==> config.mk <==
export PLATFORM = sky130hd
export DESIGN_NAME = twc_wave_ctrl
export DESIGN_NICKNAME = d
export VERILOG_FILES = /design/src/twc_pkg.sv /design/src/twc_out_unit.sv /design/src/twc_wave_ctrl.sv
export SDC_FILE = /design/constraint.sdc
export NUM_CORES = 1
export LEC_CHECK = 0
export BUFFER_PORTS_ARGS = -buffer_cell sky130_fd_sc_hd__buf_4
export CAP_MARGIN = 20
export CORE_ASPECT_RATIO = 0.7
export CORE_MARGIN = 5
export CORE_UTILIZATION = 42
export DETAILED_ROUTE_END_ITERATION = 16
export GPL_TIMING_DRIVEN = 0
export PLACE_DENSITY_LB_ADDON = 0.05
export SYNTH_ARGS = -nofsm -noshare
export SYNTH_HDL_FRONTEND = slang
export SYNTH_SLANG_ARGS = --single-unit
==> constraint.sdc <==
create_clock -name SYS_CLK -period 4 [get_ports SYS_CLK]
set_input_delay 0.4 -clock SYS_CLK [delete_from_list [all_inputs] [get_ports SYS_CLK]]
set_output_delay 0.4 -clock SYS_CLK [all_outputs]
set_load 0.02 [all_outputs]
==> src/twc_pkg.sv <==
// shared constants, register map and carrier types for the timer waveform block
// assumes a classic wishbone master with 32-bit data and byte addresses
package twc_pkg;

  localparam int unsigned CLK_HZ = 25_000_000;

  // register byte addresses
  localparam logic [7:0] ADR_CTRL_A = 8'h24;
  localparam logic [7:0] ADR_CTRL_B = 8'h28;
  localparam logic [7:0] ADR_COUNT  = 8'h2C;
  localparam logic [7:0] ADR_CMP_A  = 8'h30;
  localparam logic [7:0] ADR_CMP_B  = 8'h34;
  localparam logic [7:0] ADR_FLAGS  = 8'h38;
  localparam logic [7:0] ADR_PINDIR = 8'h3C;

  // control_a fields
  localparam int unsigned A_ACT_HI = 7;
  localparam int unsigned A_ACT_LO = 6;
  localparam int unsigned B_ACT_HI = 5;
  localparam int unsigned B_ACT_LO = 4;
  localparam logic [7:0]  CTRL_A_WMASK = 8'hF3;
  // control_b fields
  localparam int unsigned MODE_HI_BIT = 3;
  localparam logic [7:0]  CTRL_B_WMASK = 8'h0F;
  localparam logic [7:0]  RESET_VAL = 8'h00;

  localparam logic [7:0] CNT_MAX    = 8'hFF;
  localparam logic [7:0] CNT_BOTTOM = 8'h00;

  // compare action codes
  localparam logic [1:0] ACT_OFF    = 2'h0;
  localparam logic [1:0] ACT_TOGGLE = 2'h1;
  localparam logic [1:0] ACT_CLEAR  = 2'h2;
  localparam logic [1:0] ACT_SET    = 2'h3;

  // prescale terminal counts (divisor minus one) by clock select code
  localparam logic [9:0] DIV_8    = 10'h007;
  localparam logic [9:0] DIV_64   = 10'h03F;
  localparam logic [9:0] DIV_256  = 10'h0FF;
  localparam logic [9:0] DIV_1024 = 10'h3FF;

  typedef enum logic [2:0] {
    CLS_NORMAL,
    CLS_CTC,
    CLS_FAST,
    CLS_PHASE
  } twc_cls_e;

  typedef struct packed {
    logic [7:0]  adr;
    logic [31:0] dat;
    logic [3:0]  sel;
    logic        we;
    logic        cyc;
    logic        stb;
  } twc_wb_req_s;

  typedef struct packed {
    logic       tick;
    twc_cls_e   cls;
    logic [1:0] act;
    logic       mode_hi;
    logic       match;
    logic       bottom;
    logic       top;
    logic       up;
    logic       special;
  } twc_unit_ctl_s;

endpackage : twc_pkg

==> src/twc_out_unit.sv <==
// one compare output: decides set, clear or toggle of its level per timer tick
// assumes the caller hands in raw events from the shared counter along with the tick that qualifies them here
`timescale 1ns/10ps
module twc_out_unit
  import twc_pkg::*;
#(
  parameter bit IS_CHAN_A = 1'b1
) (
  // clock and reset
  input  wire logic               clk,
  input  wire logic               rst_n,
  // events and settings
  input  wire twc_pkg::twc_unit_ctl_s ctl,
  // output level
  output logic                    level
);
  import twc_pkg::*;

  logic level_reg;
  logic level_next;
  logic idle_lvl;
  logic toggle_ok;

  assign idle_lvl  = ~ctl.act[0];
  // channel b has no toggle in pwm modes
  assign toggle_ok = IS_CHAN_A && ctl.mode_hi;

  always_comb begin
    level_next = level_reg;
    if (ctl.tick) begin
      case (ctl.cls)
        CLS_NORMAL, CLS_CTC: begin
          if (ctl.match) begin
            case (ctl.act)
              ACT_TOGGLE: level_next = ~level_reg;
              ACT_CLEAR:  level_next = 1'b0;
              ACT_SET:    level_next = 1'b1;
              default:    level_next = level_reg;
            endcase
          end
        end
        CLS_FAST: begin
          if (ctl.act == ACT_TOGGLE) begin
            if (ctl.match && toggle_ok) level_next = ~level_reg;
          end else if (ctl.act[1]) begin
            if (ctl.special) begin
              // chan a settles at bottom, chan b at top
              if (IS_CHAN_A ? ctl.bottom : ctl.top) level_next = idle_lvl;
            end else if (ctl.match) begin
              level_next = ctl.act[0];
            end else if (ctl.bottom) begin
              level_next = idle_lvl;
            end
          end
        end
        CLS_PHASE: begin
          if (ctl.act == ACT_TOGGLE) begin
            if (ctl.match && toggle_ok) level_next = ~level_reg;
          end else if (ctl.act[1]) begin
            if (ctl.special) begin
              if (ctl.top) level_next = idle_lvl;
            end else if (ctl.match) begin
              level_next = ctl.up ? ctl.act[0] : idle_lvl;
            end
          end
        end
        default: level_next = level_reg;
      endcase
    end
  end

  always_ff @(posedge clk) begin
    if (!rst_n) level_reg <= 1'b0;
    else        level_reg <= level_next;
  end

  assign level = level_reg;
endmodule : twc_out_unit

==> src/twc_wave_ctrl.sv <==
// timer waveform control: counter, mode decode, compare buffers and two outputs
// assumes a classic wishbone master; pins resolved outside from out/oe pairs
//
// The Wishbone interface to the registers was left to the implementer.
`timescale 1ns/10ps
module twc_wave_ctrl
  import twc_pkg::*;
(
  // clock and reset
  input  wire logic                SYS_CLK,
  input  wire logic                RST_N,
  // wishbone slave
  input  wire twc_pkg::twc_wb_req_s WB_REQ,
  output logic [31:0]              WB_DAT_O,
  output logic                     WB_ACK_O,
  // compare output pins
  output logic                     CMP_A_OUT,
  output logic                     CMP_A_OE,
  output logic                     CMP_B_OUT,
  output logic                     CMP_B_OE
);
  import twc_pkg::*;

  function automatic logic [9:0] div_of(input logic [2:0] cs);
    case (cs)
      3'h2:    div_of = DIV_8;
      3'h3:    div_of = DIV_64;
      3'h4:    div_of = DIV_256;
      3'h5:    div_of = DIV_1024;
      default: div_of = '0;
    endcase
  endfunction : div_of

  ////////////////////////////////////////////////////////////////////////////
  // register state
  logic [7:0]  ctrl_a_reg, ctrl_a_next;
  logic [7:0]  ctrl_b_reg, ctrl_b_next;
  logic [7:0]  cmp_a_buf_reg, cmp_a_buf_next;
  logic [7:0]  cmp_b_buf_reg, cmp_b_buf_next;
  logic [7:0]  cmp_a_reg, cmp_a_next;
  logic [7:0]  cmp_b_reg, cmp_b_next;
  logic [1:0]  pindir_reg, pindir_next;
  logic        ovf_reg, ovf_next;
  logic        ack_reg, ack_next;
  logic [31:0] rdat_reg, rdat_next;
  logic [7:0]  count_reg, count_next;
  logic        up_reg, up_next;
  logic        block_reg, block_next;
  logic [9:0]  pre_reg, pre_next;
  logic        oa_reg, oa_next, oea_reg, oea_next;
  logic        ob_reg, ob_next, oeb_reg, oeb_next;

  logic        wr, rd_req, tick;
  logic [2:0]  mode;
  twc_cls_e    cls;
  logic [7:0]  top_val;
  logic        at_top, at_bottom, ovf_set;
  logic        lvl_a, lvl_b;
  twc_unit_ctl_s ctl_a, ctl_b;

  assign wr     = WB_REQ.cyc && WB_REQ.stb && WB_REQ.we && !ack_reg && WB_REQ.sel[0];
  assign rd_req = WB_REQ.cyc && WB_REQ.stb && !ack_reg;
  assign mode   = {ctrl_b_reg[MODE_HI_BIT], ctrl_a_reg[1:0]};

  always_comb begin
    case (mode)
      3'h1, 3'h5: cls = CLS_PHASE;
      3'h2:       cls = CLS_CTC;
      3'h3, 3'h7: cls = CLS_FAST;
      default:    cls = CLS_NORMAL; // reserved codes count as normal
    endcase
  end

  assign top_val   = (mode == 3'h2 || mode == 3'h5 || mode == 3'h7) ? cmp_a_reg : CNT_MAX;
  assign at_top    = (count_reg == top_val);
  assign at_bottom = (count_reg == CNT_BOTTOM);

  // prescaler: one-cycle tick per timer clock; external clock codes stop it
  always_comb begin
    pre_next = '0;
    tick     = 1'b0;
    if (ctrl_b_reg[2:0] == 3'h1) begin
      tick = 1'b1;
    end else if (div_of(ctrl_b_reg[2:0]) != '0) begin
      tick     = (pre_reg == div_of(ctrl_b_reg[2:0]));
      pre_next = tick ? '0 : pre_reg + 10'h001;
    end
  end

  ////////////////////////////////////////////////////////////////////////////
  // counter
  always_comb begin
    count_next = count_reg;
    up_next    = up_reg;
    block_next = block_reg && !tick;
    if (wr && WB_REQ.adr == ADR_COUNT) begin
      count_next = WB_REQ.dat[7:0];
      block_next = 1'b1; // suppress the next tick's match
    end else if (tick) begin
      case (cls)
        CLS_PHASE: begin
          if (up_reg) begin
            if (count_reg >= top_val) begin
              up_next    = 1'b0;
              count_next = at_bottom ? count_reg : count_reg - 8'h01;
            end else begin
              count_next = count_reg + 8'h01;
            end
          end else if (at_bottom) begin
            up_next    = 1'b1;
            count_next = (top_val == CNT_BOTTOM) ? count_reg : count_reg + 8'h01;
          end else begin
            count_next = count_reg - 8'h01;
          end
        end
        CLS_CTC, CLS_FAST: count_next = at_top ? CNT_BOTTOM : count_reg + 8'h01;
        default:           count_next = count_reg + 8'h01;
      endcase
    end
    if (cls != CLS_PHASE) up_next = 1'b1;
  end

  ////////////////////////////////////////////////////////////////////////////
  // registers and compare buffers
  always_comb begin
    ovf_set = 1'b0;
    if (tick) begin
      case (mode)
        3'h0, 3'h2, 3'h3: ovf_set = (count_reg == CNT_MAX);
        3'h1, 3'h5:       ovf_set = at_bottom && !up_reg;
        3'h7:             ovf_set = at_top;
        default:          ovf_set = 1'b0;
      endcase
    end
  end

  always_comb begin
    ctrl_a_next    = ctrl_a_reg;
    ctrl_b_next    = ctrl_b_reg;
    cmp_a_buf_next = cmp_a_buf_reg;
    cmp_b_buf_next = cmp_b_buf_reg;
    pindir_next    = pindir_reg;
    ovf_next       = ovf_reg;
    if (wr) begin
      case (WB_REQ.adr)
        ADR_CTRL_A: ctrl_a_next    = WB_REQ.dat[7:0] & CTRL_A_WMASK;
        ADR_CTRL_B: ctrl_b_next    = WB_REQ.dat[7:0] & CTRL_B_WMASK;
        ADR_CMP_A:  cmp_a_buf_next = WB_REQ.dat[7:0];
        ADR_CMP_B:  cmp_b_buf_next = WB_REQ.dat[7:0];
        ADR_PINDIR: pindir_next    = WB_REQ.dat[1:0];
        ADR_FLAGS:  ovf_next       = ovf_reg && !WB_REQ.dat[0];
        default:    ctrl_a_next    = ctrl_a_reg;
      endcase
    end
    if (ovf_set) ovf_next = 1'b1; // set beats clear
    // active compares follow the buffer per mode
    cmp_a_next = cmp_a_reg;
    cmp_b_next = cmp_b_reg;
    if (cls == CLS_NORMAL || cls == CLS_CTC ||
        (tick && at_top && (cls == CLS_PHASE || cls == CLS_FAST))) begin
      cmp_a_next = cmp_a_buf_reg;
      cmp_b_next = cmp_b_buf_reg;
    end
  end

  // bus answer: ack one cycle after the request, unmapped reads zero
  always_comb begin
    ack_next  = WB_REQ.cyc && WB_REQ.stb && !ack_reg;
    rdat_next = '0;
    if (rd_req) begin
      case (WB_REQ.adr)
        ADR_CTRL_A: rdat_next[7:0] = ctrl_a_reg & CTRL_A_WMASK;
        ADR_CTRL_B: rdat_next[7:0] = ctrl_b_reg;
        ADR_COUNT:  rdat_next[7:0] = count_reg;
        ADR_CMP_A:  rdat_next[7:0] = cmp_a_buf_reg;
        ADR_CMP_B:  rdat_next[7:0] = cmp_b_buf_reg;
        ADR_FLAGS:  rdat_next[0]   = ovf_reg;
        ADR_PINDIR: rdat_next[1:0] = pindir_reg;
        default:    rdat_next      = '0;
      endcase
    end
  end

  ////////////////////////////////////////////////////////////////////////////
  // output units
  always_comb begin
    ctl_a.tick    = tick;
    ctl_a.cls     = cls;
    ctl_a.act     = ctrl_a_reg[A_ACT_HI:A_ACT_LO];
    ctl_a.mode_hi = mode[2];
    ctl_a.match   = (count_reg == cmp_a_reg) && !block_reg;
    // fast pwm reaches bottom on the wrap tick that leaves top, so the duty is compare plus one
    ctl_a.bottom  = (cls == CLS_FAST) ? at_top : at_bottom;
    ctl_a.top     = at_top;
    ctl_a.up      = up_reg;
    ctl_a.special = (cmp_a_reg == top_val);
    ctl_b         = ctl_a;
    ctl_b.act     = ctrl_a_reg[B_ACT_HI:B_ACT_LO];
    ctl_b.match   = (count_reg == cmp_b_reg) && !block_reg;
    ctl_b.special = (cmp_b_reg == top_val);
  end

  twc_out_unit #(.IS_CHAN_A(1'b1)) u_unit_a (
    .clk   (SYS_CLK),
    .rst_n (RST_N),
    .ctl   (ctl_a),
    .level (lvl_a)
  );

  twc_out_unit #(.IS_CHAN_A(1'b0)) u_unit_b (
    .clk   (SYS_CLK),
    .rst_n (RST_N),
    .ctl   (ctl_b),
    .level (lvl_b)
  );

  // pin drive only when an action is chosen and the direction says output
  always_comb begin
    oa_next  = lvl_a;
    oea_next = (ctrl_a_reg[A_ACT_HI:A_ACT_LO] != ACT_OFF) && pindir_reg[0];
    // toggle code in pwm without the high mode bit leaves the pin to the port
    if (ctrl_a_reg[A_ACT_HI:A_ACT_LO] == ACT_TOGGLE && !mode[2] && (cls == CLS_FAST || cls == CLS_PHASE)) begin
      oea_next = 1'b0;
    end
    ob_next  = lvl_b;
    oeb_next = (ctrl_a_reg[B_ACT_HI:B_ACT_LO] != ACT_OFF) && pindir_reg[1];
  end

  ////////////////////////////////////////////////////////////////////////////
  always_ff @(posedge SYS_CLK) begin
    if (!RST_N) begin
      ctrl_a_reg    <= RESET_VAL;
      ctrl_b_reg    <= RESET_VAL;
      cmp_a_buf_reg <= RESET_VAL;
      cmp_b_buf_reg <= RESET_VAL;
      cmp_a_reg     <= RESET_VAL;
      cmp_b_reg     <= RESET_VAL;
      count_reg     <= RESET_VAL;
      pindir_reg    <= '0;
      ovf_reg       <= 1'b0;
      ack_reg       <= 1'b0;
      rdat_reg      <= '0;
      up_reg        <= 1'b1;
      block_reg     <= 1'b0;
      pre_reg       <= '0;
      oa_reg        <= 1'b0;
      oea_reg       <= 1'b0;
      ob_reg        <= 1'b0;
      oeb_reg       <= 1'b0;
    end else begin
      ctrl_a_reg    <= ctrl_a_next;
      ctrl_b_reg    <= ctrl_b_next;
      cmp_a_buf_reg <= cmp_a_buf_next;
      cmp_b_buf_reg <= cmp_b_buf_next;
      cmp_a_reg     <= cmp_a_next;
      cmp_b_reg     <= cmp_b_next;
      count_reg     <= count_next;
      pindir_reg    <= pindir_next;
      ovf_reg       <= ovf_next;
      ack_reg       <= ack_next;
      rdat_reg      <= rdat_next;
      up_reg        <= up_next;
      block_reg     <= block_next;
      pre_reg       <= pre_next;
      oa_reg        <= oa_next;
      oea_reg       <= oea_next;
      ob_reg        <= ob_next;
      oeb_reg       <= oeb_next;
    end
  end

  assign WB_DAT_O  = rdat_reg;
  assign WB_ACK_O  = ack_reg;
  assign CMP_A_OUT = oa_reg;
  assign CMP_A_OE  = oea_reg;
  assign CMP_B_OUT = ob_reg;
  assign CMP_B_OE  = oeb_reg;
endmodule : twc_wave_ctrl

==> results.cfg <==
[drt]
viasPerCell = 5.722
drc = 0
drtIter0Drc = 531
dr.pass1.iters = 5
wire_per_inst_um = 19.17
dr_total_vias = 5035
drt.antenna.violating_nets = 0
routed_wl_um = 16870

[logic_synthesis]
synthTopCellsByCount = dfxtp_1 (80), nand2_1 (64), nor2_1 (50)
yosysMostFrequentCell = dfxtp_1
synth_warnings = 0
synth-edff-count = 0
ys_ff_latch = 80
synth.area.top_cells = dfxtp_1 (31%), mux2i_1 (6.5%), nand2_1 (4.6%)
ys_async_sr_fraction_pct = 0
synth_area_sq_um = 5221
synth.avg_cell_area_sq_um = 8.082
synth_flop_cell = dfxtp_1
ys_types = 66
yosysSeqAreaShare_pct = 30.67
synth_top_cell_by_area = dfxtp_1
synth_top_area_share_pct = 30.67
netlist_instances = 646

[timing]
maxSlewViolCount = 0
fin_crit_ps = 3660
slew_headroom_pct = 42.41
fin_crit_sh_pct = 91.50
fin_skew_ps = 10.99
tightest_slew_ps = 863.8
setup_viol = 0
tns_ps = 0
setup_ws_ps = 340.1
fmax_mhz = 273.2
finalHoldViolations = 0
rsz0062_at_grt = false

[global_route]
grt_pass1_vias = 4630
grt_pass1_wl_um = 26650
gr-usage-all-layers_pct = 23.44
grt_overflow_total = 0
antenna_found_initial = 0
grt_max_degree = 17

[worst_hold_path]
hold_path_depth = 3
min_to = WB_ACK_O$_SDFF_PN0_
min_from = RST_N
hold_class = in2reg

[setup_path]
required_ps = 4240
path_max_fanout = 10
critical_path_class = reg2reg
worstRegToRegCells = 12
rr_startpoint = ctrl_a_reg[1]$_SDFFE_PN0P_
cp-end-kind = register
r2r-end = count_reg[2]$_SDFFE_PN0P_
ff2ff_setup_slack_ps = 340
arrival_ps = 3900
worstSetupStartpointType = register

[clock_tree]
clk_latency_ps = 350
cts_hold_buf = 0
cts.clk_slew.worst_paths_ps = 70
clkSinkCount = 80
clk_path_buf_depth = 2
cts_tree = done
post-cts-setup-buffer-count = 0
cts_max_level = 3
cts_made_buffers = 9
cts_resized = 0
cts_root_buffer = clkbuf_16

[finish]
seq_area_sq_um = 1602
nNetsFinal = 780
nFillCells = 1216
final_cells = 880
largest_reg_flops = 10
multi_input_area_sq_um = 3268
area_growth_syn_to_layout_pct = 16.65
layout-drive-gt1-share_pct = 12.81
diodes = 0

[floorplan]
core_sq_um = 12290
fp.dieH_um = 103.3
initial_utilization_pct = 42.47
die_x_um = 143.3
die_area_sq_um = 14800
io-pin-count = 86
num_rows = 34

[placement]
gp_congestion = 0.9238
place_ws_ps = 398.5
port_buffers = 33
dp_hpwl_um = 13000
dp_cells = 864

[power]
p_leak_nw = 2.485
power_density_nw_per_um2 = 301.4
ir_drop_v = 0.0002267
finalPower_mw = 1.836

[job]
maxCapViolations = 0

[outcome]
status = finished, final reports clean
-- layer usage --
layer | global-route usage [%] | vias to the layer above | wire, um
met5 | 0 | - | 0
met4 | 5.716 | 0 | 184
met3 | 3.860 | 18 | 1196
met2 | 33.33 | 231 | 6992
met1 | 36.58 | 2383 | 8498
li1 | - | 2403 | -
-- placed cells by master, fill, tap and decap left out, types with 4 or more instances in the layout --
master     count
a21o_1         5
nand4b_1       4
a21oi_1       23
nor2_1        50
o221ai_1       4
nand4_1       12
inv_1         15
conb_1        24
dfxtp_1       80
nor3_1        13
o22ai_1        9
nand2_1       64
and3_1        11
a21boi_0      17
o21ai_0       17
ha_1          18
clkbuf_16      9
o211ai_1       6
o211a_1        4
xor2_1        13
nor4bb_1       4
nor2b_1       36
a31oi_1        5
buf_4         57
clkbuf_1      37
a221oi_1       5
a32oi_1        4
mux2i_1       34
and2_1         4
nand3_1       38
xnor2_1       18
nor4_1         5
buf_2          5
a22oi_1        9
-- how the worst max path moves through the flow --
stage                                     from                         to  cells after the start
floorplan           ctrl_a_reg[1]$_SDFFE_PN0P_  count_reg[2]$_SDFFE_PN0P_                     12
global placement    ctrl_a_reg[1]$_SDFFE_PN0P_  count_reg[4]$_SDFFE_PN0P_                     13
detailed placement  ctrl_a_reg[1]$_SDFFE_PN0P_  count_reg[2]$_SDFFE_PN0P_                     12
CTS                 ctrl_a_reg[1]$_SDFFE_PN0P_  count_reg[2]$_SDFFE_PN0P_                     12
global route        ctrl_a_reg[1]$_SDFFE_PN0P_  count_reg[2]$_SDFFE_PN0P_                     12
finish              ctrl_a_reg[1]$_SDFFE_PN0P_  count_reg[2]$_SDFFE_PN0P_                     12
-- worst max-delay path: stages (launching register included) --
cell      delay (ps)
dfxtp_1          440
or3b_1           360
buf_2            170
and2_4           160
buf_6            130
or2_2            270
ha_1             300
nand2b_1         150
a221o_1          310
a22oi_1          480
mux2i_1          340
o311ai_0         170
a31o_2           290
-- power breakdown --
group          switching [mW]  leakage [nW]  total [mW]  internal [mW]
Sequential           0.000244         0.644       0.797          0.796
Clock                   0.374         0.160       0.934          0.560
Combinational          0.0629          1.68       0.105         0.0419
-- stage by stage --
stage / hold WS (ps) / utilization (%) / cell area, sq um
after global placement: 452.2 / 46.83 / 5758
final: 329.6 / 49.54 / 6091
after CTS: 332.8 / 49.54 / 6091
after detailed placement: 467.5 / 46.83 / 5758
after global routing: 371.6 / 49.54 / 6091
after floorplan: 421.5 / - / 5308
-- cell type report --
cell class / instances / share of cell area [%]
buffer: 70 / 6.265
clock buffer: 9 / 3.698
clock inverter: 7 / 1.767
inverter: 15 / 0.9244
multi-input combinational: 504 / 53.66
sequential: 80 / 26.29
tap: 162 / 3.328
timing repair buffer: 33 / 4.067
-- cell families (layout without fill, tap and decap cells) --
logic type / Yosys count / after routing / synth area share (%)
compound gates: 137 / 137 / 18.91
other cells: 1 / 24 / 0.07182
flops: 80 / 80 / 30.67
mux: 37 / 37 / 7.381
simple gates: 257 / 257 / 25.07
fa+ha+maj: 18 / 18 / 4.314
buf+inv: 85 / 134 / 8.387
xor+xnor: 31 / 31 / 5.200
(Power assumes the default switching activity.)
